$ cat src/core/dee_pkg.sv
// Constants, offsets and types shared by the data store access block.
// Assumes a 50 MHz core clock and a 32-bit classic Wishbone register bus.
package dee_pkg;
  // Register byte offsets
  localparam logic [7:0] OFS_ACCESS_CONTROL = 8'h00;
  localparam logic [7:0] OFS_UNLOCK_PORT = 8'h04;
  localparam logic [7:0] OFS_CELL_POINTER = 8'h08;
  localparam logic [7:0] OFS_CELL_VALUE = 8'h0C;
  localparam logic [7:0] OFS_EVENT_STATUS = 8'h10;
  // Access control fields
  localparam int BIT_READ_STROBE = 0;
  localparam int BIT_WRITE_STROBE = 1;
  localparam int BIT_STORE_ARM = 2;
  localparam int BIT_ABORTED = 3;
  localparam int BIT_CONFIG_SEL = 6;
  localparam int BIT_CODE_SEL = 7;
  // Event status fields
  localparam int BIT_DONE_FLAG = 0;
  localparam int BIT_POWERUP_BUSY = 1;
  // Unlock keys
  localparam logic [7:0] UNLOCK_KEY_FIRST = 8'h55;
  localparam logic [7:0] UNLOCK_KEY_SECOND = 8'hAA;
  // Reset values
  localparam logic [7:0] CELL_ERASED = 8'hFF;
  localparam logic [7:0] BYTE_RESET = 8'h00;
  // Timing
  localparam int unsigned CLOCK_MHZ = 50;
  localparam int unsigned STORE_TIME_US = 4;
  localparam int unsigned STORE_CYCLES = STORE_TIME_US * CLOCK_MHZ;
  localparam int unsigned POWERUP_TIME_MS = 72;
  localparam int unsigned POWERUP_CYCLES = POWERUP_TIME_MS * CLOCK_MHZ * 1000;
  localparam int unsigned STORE_CNT_W = 8;
  localparam int unsigned POWERUP_CNT_W = 22;
  // Unlock sequence states
  typedef enum logic [2:0] {
    SEQ_IDLE = 3'b001,
    SEQ_GOT_FIRST = 3'b010,
    SEQ_OPEN = 3'b100
  } dee_seq_e;
endpackage

$ cat src/core/dee_cell_array.sv
// Byte-wide nonvolatile cell array modelled in flip-flops.
// Assumes one write port and one combinational read port on the same clock.
`timescale 1ns/100ps
module dee_cell_array
  import dee_pkg::*;
(
  input wire logic clock,
  input wire logic rst_n,
  input wire logic write_en,
  input wire logic [7:0] write_index,
  input wire logic [7:0] write_value,
  input wire logic [7:0] read_index,
  output logic [7:0] read_value
);
  logic [7:0] cell_r [256];

  // Power-on only; an erased array reads as all ones
  always_ff @(posedge clock or negedge rst_n) begin
    if (!rst_n) begin
      for (int i = 0; i < 256; i++) begin
        cell_r[i] <= CELL_ERASED;
      end
    end else if (write_en) begin
      cell_r[write_index] <= write_value;
    end
  end

  assign read_value = cell_r[read_index];
endmodule

$ cat src/core/dee_down_timer.sv
// Self-timed interval counter: busy for COUNT cycles, then a done pulse.
// Assumes start is ignored while busy; abort ends the interval with no pulse.
`timescale 1ns/100ps
module dee_down_timer #(
  parameter int unsigned WIDTH = 8,
  parameter int unsigned COUNT = 1,
  parameter bit START_RUNNING = 1'b0
) (
  input wire logic clock,
  input wire logic rst_n,
  input wire logic start,
  input wire logic abort,
  output logic busy,
  output logic done
);
  localparam logic [WIDTH-1:0] LAST = WIDTH'(COUNT - 1);
  localparam logic [WIDTH-1:0] START_CNT = START_RUNNING ? LAST : '0;
  logic [WIDTH-1:0] count_r;
  logic busy_r;
  logic done_r;

  always_ff @(posedge clock or negedge rst_n) begin
    if (!rst_n) begin
      count_r <= START_CNT;
      busy_r <= START_RUNNING;
      done_r <= 1'b0;
    end else begin
      done_r <= 1'b0;
      if (abort) begin
        busy_r <= 1'b0;
      end else if (busy_r) begin
        if (count_r == '0) begin
          busy_r <= 1'b0;
          done_r <= 1'b1;
        end else begin
          count_r <= count_r - 1'b1;
        end
      end else if (start) begin
        busy_r <= 1'b1;
        count_r <= LAST;
      end
    end
  end

  assign busy = busy_r;
  assign done = done_r;
endmodule

$ cat src/core/dee_access_ctrl.sv
// Data store access control: pointer, value, unlock gate and timed writes.
// Assumes a classic Wishbone master on clock; reset pins arrive unsynchronised.
`timescale 1ns/100ps
module dee_access_ctrl
  import dee_pkg::*;
#(
  parameter int unsigned POWERUP_CYCLES_P = POWERUP_CYCLES
) (
  input wire logic clock,
  input wire logic rst_n,
  input wire logic wb_cyc_i,
  input wire logic wb_stb_i,
  input wire logic wb_we_i,
  input wire logic [7:0] wb_adr_i,
  input wire logic [3:0] wb_sel_i,
  input wire logic [31:0] wb_dat_i,
  output logic [31:0] wb_dat_o,
  output logic wb_ack_o,
  input wire logic master_clear_pin_n,
  input wire logic watchdog_reset
);
  function automatic logic hit(input logic [7:0] adr, input logic [7:0] ofs);
    return adr[7:2] == ofs[7:2];
  endfunction

  logic ack_r;
  logic [31:0] rdata_r;
  logic [1:0] master_clear_pin_sync_r;
  logic [1:0] wdt_sync_r;
  logic warm_rst;
  logic req;
  logic wr;
  logic rd;
  logic [7:0] key;
  logic ctrl_wr;
  logic unlock_wr;
  dee_seq_e seq_r;
  dee_seq_e seq_nxt;
  logic code_sel_r;
  logic config_sel_r;
  logic arm_r;
  logic aborted_r;
  logic read_strobe_r;
  logic done_flag_r;
  logic [7:0] pointer_r;
  logic [7:0] value_r;
  logic [7:0] store_addr_r;
  logic [7:0] store_data_r;
  logic store_busy;
  logic store_done;
  logic powerup_busy;
  logic start_store;
  logic [7:0] mem_rdata;
  logic [7:0] ctrl_view;

  // Two-stage synchronisers for the external reset sources
  always_ff @(posedge clock or negedge rst_n) begin
    if (!rst_n) begin
      master_clear_pin_sync_r <= 2'h3;
      wdt_sync_r <= 2'h0;
    end else begin
      master_clear_pin_sync_r <= {master_clear_pin_sync_r[0], master_clear_pin_n};
      wdt_sync_r <= {wdt_sync_r[0], watchdog_reset};
    end
  end

  assign warm_rst = !master_clear_pin_sync_r[1] || wdt_sync_r[1];

  assign req = wb_cyc_i && wb_stb_i && !ack_r;
  assign wr = req && wb_we_i && wb_sel_i[0];
  assign rd = req && !wb_we_i;
  assign key = wb_dat_i[7:0];
  assign ctrl_wr = wr && hit(wb_adr_i, OFS_ACCESS_CONTROL);
  assign unlock_wr = wr && hit(wb_adr_i, OFS_UNLOCK_PORT);

  // Arm must already be set from an earlier write, selects point at data
  assign start_store = ctrl_wr && key[BIT_WRITE_STROBE] && arm_r
    && seq_r == SEQ_OPEN && !store_busy && !powerup_busy
    && !key[BIT_CODE_SEL] && !key[BIT_CONFIG_SEL] && !warm_rst;

  // Bus answer: one cycle after the request, dropped the cycle after
  always_ff @(posedge clock or negedge rst_n) begin
    if (!rst_n) begin
      ack_r <= 1'b0;
    end else begin
      ack_r <= req;
    end
  end

  assign ctrl_view = {code_sel_r, config_sel_r, 2'b00, aborted_r, arm_r,
                      store_busy, read_strobe_r};

  always_ff @(posedge clock or negedge rst_n) begin
    if (!rst_n) begin
      rdata_r <= 32'h0000_0000;
    end else if (rd) begin
      rdata_r <= 32'h0000_0000;
      if (hit(wb_adr_i, OFS_ACCESS_CONTROL)) begin
        rdata_r[7:0] <= ctrl_view;
      end else if (hit(wb_adr_i, OFS_CELL_POINTER)) begin
        rdata_r[7:0] <= pointer_r;
      end else if (hit(wb_adr_i, OFS_CELL_VALUE)) begin
        rdata_r[7:0] <= value_r;
      end else if (hit(wb_adr_i, OFS_EVENT_STATUS)) begin
        rdata_r[BIT_DONE_FLAG] <= done_flag_r;
        rdata_r[BIT_POWERUP_BUSY] <= powerup_busy;
      end
    end
  end

  assign wb_ack_o = ack_r;
  assign wb_dat_o = rdata_r;

  // Unlock sequence; any other write in between breaks it
  always_comb begin
    seq_nxt = seq_r;
    if (warm_rst || store_busy) begin
      seq_nxt = SEQ_IDLE;
    end else if (wr) begin
      case (seq_r)
        SEQ_GOT_FIRST: begin
          if (unlock_wr && key == UNLOCK_KEY_SECOND) begin
            seq_nxt = SEQ_OPEN;
          end else if (unlock_wr && key == UNLOCK_KEY_FIRST) begin
            seq_nxt = SEQ_GOT_FIRST;
          end else begin
            seq_nxt = SEQ_IDLE;
          end
        end
        SEQ_IDLE, SEQ_OPEN: begin
          if (unlock_wr && key == UNLOCK_KEY_FIRST) begin
            seq_nxt = SEQ_GOT_FIRST;
          end else begin
            seq_nxt = SEQ_IDLE;
          end
        end
        default: seq_nxt = SEQ_IDLE;
      endcase
    end
  end

  always_ff @(posedge clock or negedge rst_n) begin
    if (!rst_n) begin
      seq_r <= SEQ_IDLE;
    end else begin
      seq_r <= seq_nxt;
    end
  end

  // Control bits; arm only changes by software or a reset
  always_ff @(posedge clock or negedge rst_n) begin
    if (!rst_n) begin
      arm_r <= 1'b0;
      code_sel_r <= 1'b0;
      config_sel_r <= 1'b0;
    end else if (warm_rst) begin
      arm_r <= 1'b0;
    end else if (ctrl_wr) begin
      arm_r <= key[BIT_STORE_ARM];
      code_sel_r <= key[BIT_CODE_SEL];
      config_sel_r <= key[BIT_CONFIG_SEL];
    end
  end

  // Abort capture wins over a software write in the same cycle
  always_ff @(posedge clock or negedge rst_n) begin
    if (!rst_n) begin
      aborted_r <= 1'b0;
    end else if (warm_rst && store_busy) begin
      aborted_r <= 1'b1;
    end else if (ctrl_wr) begin
      aborted_r <= key[BIT_ABORTED];
    end
  end

  // Read strobe lives one cycle; code space reads are refused
  always_ff @(posedge clock or negedge rst_n) begin
    if (!rst_n) begin
      read_strobe_r <= 1'b0;
    end else if (read_strobe_r || warm_rst) begin
      read_strobe_r <= 1'b0;
    end else if (ctrl_wr && key[BIT_READ_STROBE] && !key[BIT_CODE_SEL]) begin
      read_strobe_r <= 1'b1;
    end
  end

  // Configuration space reads leave the value untouched
  always_ff @(posedge clock or negedge rst_n) begin
    if (!rst_n) begin
      value_r <= BYTE_RESET;
    end else if (read_strobe_r && !config_sel_r) begin
      value_r <= mem_rdata;
    end else if (wr && hit(wb_adr_i, OFS_CELL_VALUE)) begin
      value_r <= key;
    end
  end

  always_ff @(posedge clock or negedge rst_n) begin
    if (!rst_n) begin
      pointer_r <= BYTE_RESET;
    end else if (wr && hit(wb_adr_i, OFS_CELL_POINTER)) begin
      pointer_r <= key;
    end
  end

  // Latched at start so later pointer or value writes cannot alter the cycle
  always_ff @(posedge clock or negedge rst_n) begin
    if (!rst_n) begin
      store_addr_r <= BYTE_RESET;
      store_data_r <= BYTE_RESET;
    end else if (start_store) begin
      store_addr_r <= pointer_r;
      store_data_r <= value_r;
    end
  end

  // Done flag: set wins over a firmware clear in the same cycle
  always_ff @(posedge clock or negedge rst_n) begin
    if (!rst_n) begin
      done_flag_r <= 1'b0;
    end else if (store_done) begin
      done_flag_r <= 1'b1;
    end else if (wr && hit(wb_adr_i, OFS_EVENT_STATUS) && key[BIT_DONE_FLAG]) begin
      done_flag_r <= 1'b0;
    end
  end

  // Write strobe is the busy state of the timer; only completion or a warm reset abort ends it
  dee_down_timer #(
    .WIDTH(STORE_CNT_W),
    .COUNT(STORE_CYCLES),
    .START_RUNNING(1'b0)
  ) u_store_timer (
    .clock(clock),
    .rst_n(rst_n),
    .start(start_store),
    .abort(warm_rst),
    .busy(store_busy),
    .done(store_done)
  );

  dee_down_timer #(
    .WIDTH(POWERUP_CNT_W),
    .COUNT(POWERUP_CYCLES_P),
    .START_RUNNING(1'b1)
  ) u_powerup_timer (
    .clock(clock),
    .rst_n(rst_n),
    .start(1'b0),
    .abort(1'b0),
    .busy(powerup_busy),
    .done()
  );

  // Cell written only on completion, so an aborted cycle leaves it intact
  dee_cell_array u_cells (
    .clock(clock),
    .rst_n(rst_n),
    .write_en(store_done),
    .write_index(store_addr_r),
    .write_value(store_data_r),
    .read_index(pointer_r),
    .read_value(mem_rdata)
  );
endmodule

$ cat config.mk
export PLATFORM = sky130hd
export DESIGN_NAME = dee_access_ctrl
export DESIGN_NICKNAME = d
export VERILOG_FILES = /design/src/core/dee_pkg.sv /design/src/core/dee_cell_array.sv /design/src/core/dee_down_timer.sv /design/src/core/dee_access_ctrl.sv
export SDC_FILE = /design/constraint.sdc
export NUM_CORES = 2
export LEC_CHECK = 0
export BUFFER_PORTS_ARGS = -buffer_cell sky130_fd_sc_hd__buf_2
export CAP_MARGIN = 20
export CORE_AREA = 5 5 453 455
export DETAILED_ROUTE_END_ITERATION = 7
export DIE_AREA = 0 0 458 460
export PLACE_DENSITY = 0.76
export SLEW_MARGIN = 20
export SYNTH_ARGS = -nofsm -noshare
export SYNTH_HDL_FRONTEND = slang
export SYNTH_SLANG_ARGS = --single-unit
$ cat constraint.sdc
create_clock -name clock -period 4.2 [get_ports clock]
set_clock_uncertainty 0.2 [all_clocks]
set_input_delay 0.42 -clock clock [delete_from_list [all_inputs] [get_ports clock]]
set_output_delay 0.42 -clock clock [all_outputs]
set_load 0.02 [all_outputs]
==> summary.txt <==
======================================================================================================
Total of endpoints with negative setup slack in the final report                                     0
Maximum number of pins on one net before global-route repair                                       150
Static leakage                                                                                 43.6 nW
I/O pins                                                                                            84
Area of the core                                                                            201000 um2
Worst hold slack                                                                              -23.0 ps
Syn Std Cell Area                                                                            99900 um2
Register bit count reported by yosys                                                              2135
Critical Path End Type                                                                       flip-flop
Critical path startpoint category                                                            flip-flop
Unrepaired setup endpoints after global routing                                                     no
Worst IR Drop VDD                                                                             0.372 mV
Vias post-DR                                                                                     59000
Normalized max-slew margin                                                                       27.2%
Detailed Route WL                                                                               260 mm
Number of rows in the core area                                                                    165
Total congestion overflow                                                                            0
Violations in the final reports                                                            hold timing
Number of input and output port buffers inserted                                                    30
Main area contributors after synthesis                                                    sky130_fd_sc_hd__dfstp_2 54%, sky130_fd_sc_hd__mux2_2 24%, sky130_fd_sc_hd__mux4_2 8.7%
Leading cell type in the layout, fill and taps excluded                                   sky130_fd_sc_hd__mux2_2
Flop pwr share                                                                                   49.6%
Pwr Density                                                                                 372 nW/um2
Router iterations before antenna repair                                                              8
Net switching component of the power                                                           9.12 mW
Overall routing resource usage                                                                   24.4%
Yosys top cell area share                                                                        54.4%
Clock root buffer master                                                                  sky130_fd_sc_hd__clkbuf_16
Clock transition at the register clock pins on the worst setup and hold paths after CTS          60 ps
Number of hold violations in the final report                                                        3
Clock tree from TritonCTS                                                                        built
RD Place Congestion                                                                              0.876
Max-slew violation count                                                                             0
Horizontal extent of the die                                                                    458 um
Slew at the pin closest to its max-slew limit                                                  1090 ps
EDFF count, synth                                                                                    0
Outcome                                                                                   finished, violations left
Number of sinks on the clock net                                                                  2135
Final Cycle Share                                                                                97.7%
Proportion of register bits with asynchronous set or reset after synthesis                        100%
Area overhead of the layout relative to synthesis                                                12.5%
Required time of the critical path                                                             4720 ps
Max cap viols                                                                                        0
Wire length of the first global-routing pass                                                    397 mm
Number of global-route vias before repair                                                        61900
Switching part of the total                                                                      21.8%
Number of distinct library cells after synthesis                                                    69
Most frequent cells in the layout                                                         2106 x sky130_fd_sc_hd__mux2_2, 2069 x sky130_fd_sc_hd__dfstp_2, 387 x sky130_fd_sc_hd__mux4_2
Internal power                                                                                 32.7 mW
Source-to-sink clock delay at the later pin of the worst-skew pair                              850 ps
Fraction of final layout cells with drive strength greater than 1                                78.0%
Worst setup slack after layout                                                                 97.4 ps
Remaining antenna violation count after routing                                                      0
Height of the die                                                                               460 um
Post-place setup slack                                                                         7.75 ps
Dominant cell type by area after synthesis                                                sky130_fd_sc_hd__dfstp_2
Net count reported at finish                                                                      6731
Final worst path period need                                                                   4100 ps
DRC violation total after the first TritonRoute iteration                                         4685
Number of cells produced by synthesis                                                             6539
Final total negative setup slack                                                                  0 ps
DR WL/cell                                                                                     27.2 um
Final HPWL from detailed placement                                                              167 mm
CTS max path bufs                                                                                    3
Residual DRC count                                                                                   0
Clock power frac                                                                                 48.0%
Antenna violations before repair                                                                    10
Number of CTS-inserted buffers                                                                     216
Critical path data arrival time                                                                4620 ps
Die area                                                                                    211000 um2
Combinational power share                                                                         2.4%
Per-cell via count in the routed design                                                           6.19
Maximum fanout count along the critical path                                                        66
Type of the worst setup path                                                              flip-flop to flip-flop
H-tree levels                                                                                        4
Peak clock frequency supported by timing                                                     0.244 GHz
Mean post-synth cell area                                                                     15.3 um2
Starting density of the core                                                                     49.7%
Util after Layout                                                                                55.9%
Register area share after synthesis                                                              56.1%
Yosys warning total                                                                                  0
Worst hold path type                                                                      input port to asynchronous set/reset pin
Commonest register cell after synthesis                                                   sky130_fd_sc_hd__dfstp_2
======================================================================================================
metal layers:
metal | vias up | GRT usage, % | share of wire (%)
met5 | - | 0 | 0
met4 | 0 | 10.2 | 4.5
met3 | 550 | 4.25 | 6.3
met2 | 1907 | 38.0 | 47
met1 | 32000 | 34.0 | 42
li1 | 24600 | - | -
registers in the layout (all words and copies together), names as in the netlist, 2 cells and up:
register / cells
pointer_r: 8
u_cells.cell_r: 2048
store_data_r: 8
value_r: 8
seq_r: 3
u_store_timer.count_r: 8
wdt_sync_r: 2
store_addr_r: 8
wb_dat_o: 8
master_clear_pin_sync_r: 2
u_powerup_timer.count_r: 22
Yosys cell counts (8+ instances only):
cell and number:
sky130_fd_sc_hd__mux2_2 2106, sky130_fd_sc_hd__dfstp_2 2069, sky130_fd_sc_hd__mux4_2 387, sky130_fd_sc_hd__clkbuf_1 345, sky130_fd_sc_hd__mux2i_1 264, sky130_fd_sc_hd__nor2_1 227
sky130_fd_sc_hd__nand2_1 189, sky130_fd_sc_hd__a21oi_1 82, sky130_fd_sc_hd__a22oi_1 80, sky130_fd_sc_hd__dfrtp_1 66, sky130_fd_sc_hd__buf_4 65, sky130_fd_sc_hd__buf_2 60
sky130_fd_sc_hd__o22ai_1 55, sky130_fd_sc_hd__nor3_1 51, sky130_fd_sc_hd__o21ai_0 51, sky130_fd_sc_hd__a221oi_1 46, sky130_fd_sc_hd__nand3_1 32, sky130_fd_sc_hd__o221ai_1 31
sky130_fd_sc_hd__nor4_1 28, sky130_fd_sc_hd__buf_1 26, sky130_fd_sc_hd__nand2b_1 25, sky130_fd_sc_hd__nor2b_1 21, sky130_fd_sc_hd__a22o_1 20, sky130_fd_sc_hd__a211oi_1 18
sky130_fd_sc_hd__xor2_1 15, sky130_fd_sc_hd__buf_6 11, sky130_fd_sc_hd__inv_1 11, sky130_fd_sc_hd__or3_1 11, sky130_fd_sc_hd__a31oi_1 9, sky130_fd_sc_hd__a32oi_1 9
sky130_fd_sc_hd__xnor2_1 9, sky130_fd_sc_hd__a41oi_1 8, sky130_fd_sc_hd__and3_1 8, sky130_fd_sc_hd__and4_1 8, sky130_fd_sc_hd__o41ai_1 8
cell families after synthesis:
group                      after synthesis  share of synthesized area (%)
buffers and inverters                  519                           2.35
muxes                                 2757                           35.1
xor gates and xnor gates                24                          0.211
other                                    1                        0.00376
adders and majority gates                3                         0.0376
and+or+nand+nor                        652                           3.04
AOI/OAI and AO/OA                      448                           3.14
DFF                                   2135                           56.1
power groups by stage:
stage,logic [mW],clock network (mW),registers (mW)
final,1.01,20.1,20.7
after global placement,0.968,0,21.0
after global routing,1.11,21.3,20.7
after CTS,1.02,20.4,20.7
after floorplan,0.344,0,21.0
after detailed placement,0.994,0,21.0
area by class of cell:
class,count,area (um2)
multi-input cells,3908,41600
well taps,2672,3340
fillers,15200,88500
clock buffers,304,6290
diodes,4,10.0
flip-flops and latches,2135,56100
clock inverters,93,1160
repair buffers,404,3810
inverters,12,46.3
per-stage QoR:
step	cells	cell area (um2)	total power, mW
floorplan	6562	99900	21.3
global placement	9102	105000	22.0
detailed placement	9102	105000	22.0
CTS	9527	112000	42.1
global route	9531	112000	43.1
finish	9532	112000	41.8
timing repair:
action / CTS / global route
endpoints found under the hold margin: 160 / 0
setup buffers: 3 / 0
resized for setup: 0 / 0
endpoints found under the setup margin: 1 / 0
hold buffers: 25 / 0
worst paths after layout:
path                                                           start                                      to  slack, ps  depth (start not counted)
worst max-delay path                        pointer_r[1]$_DFFE_PN0P_                  value_r[5]$_DFFE_PN0P_        100                          9
worst min-delay path                                           rst_n  u_powerup_timer.count_r[8]$_DFFE_PN0P_        -20                          2
worst max register to register              pointer_r[1]$_DFFE_PN0P_                  value_r[5]$_DFFE_PN0P_        100                          9
worst min register to register  master_clear_pin_sync_r[0]$_DFF_PN1_    master_clear_pin_sync_r[1]$_DFF_PN1_        140                          0
max in group asynchronous                                      rst_n        u_cells.cell_r[1624]$_DFFE_PN1P_       2310                          3
min in group clock              master_clear_pin_sync_r[0]$_DFF_PN1_    master_clear_pin_sync_r[1]$_DFF_PN1_        140                          0
critical path, cell delays in order, from the launching register on:
cell and delay (ps):
sky130_fd_sc_hd__dfrtp_4 680, sky130_fd_sc_hd__buf_12 420, sky130_fd_sc_hd__mux4_2 380, sky130_fd_sc_hd__a22oi_1 300
sky130_fd_sc_hd__a21oi_1 160, sky130_fd_sc_hd__o21ai_0 570, sky130_fd_sc_hd__o221ai_1 440, sky130_fd_sc_hd__o21ai_0 470
sky130_fd_sc_hd__buf_4 180, sky130_fd_sc_hd__a32oi_1 90
No activity file was read; power rests on OpenSTA's default activity.
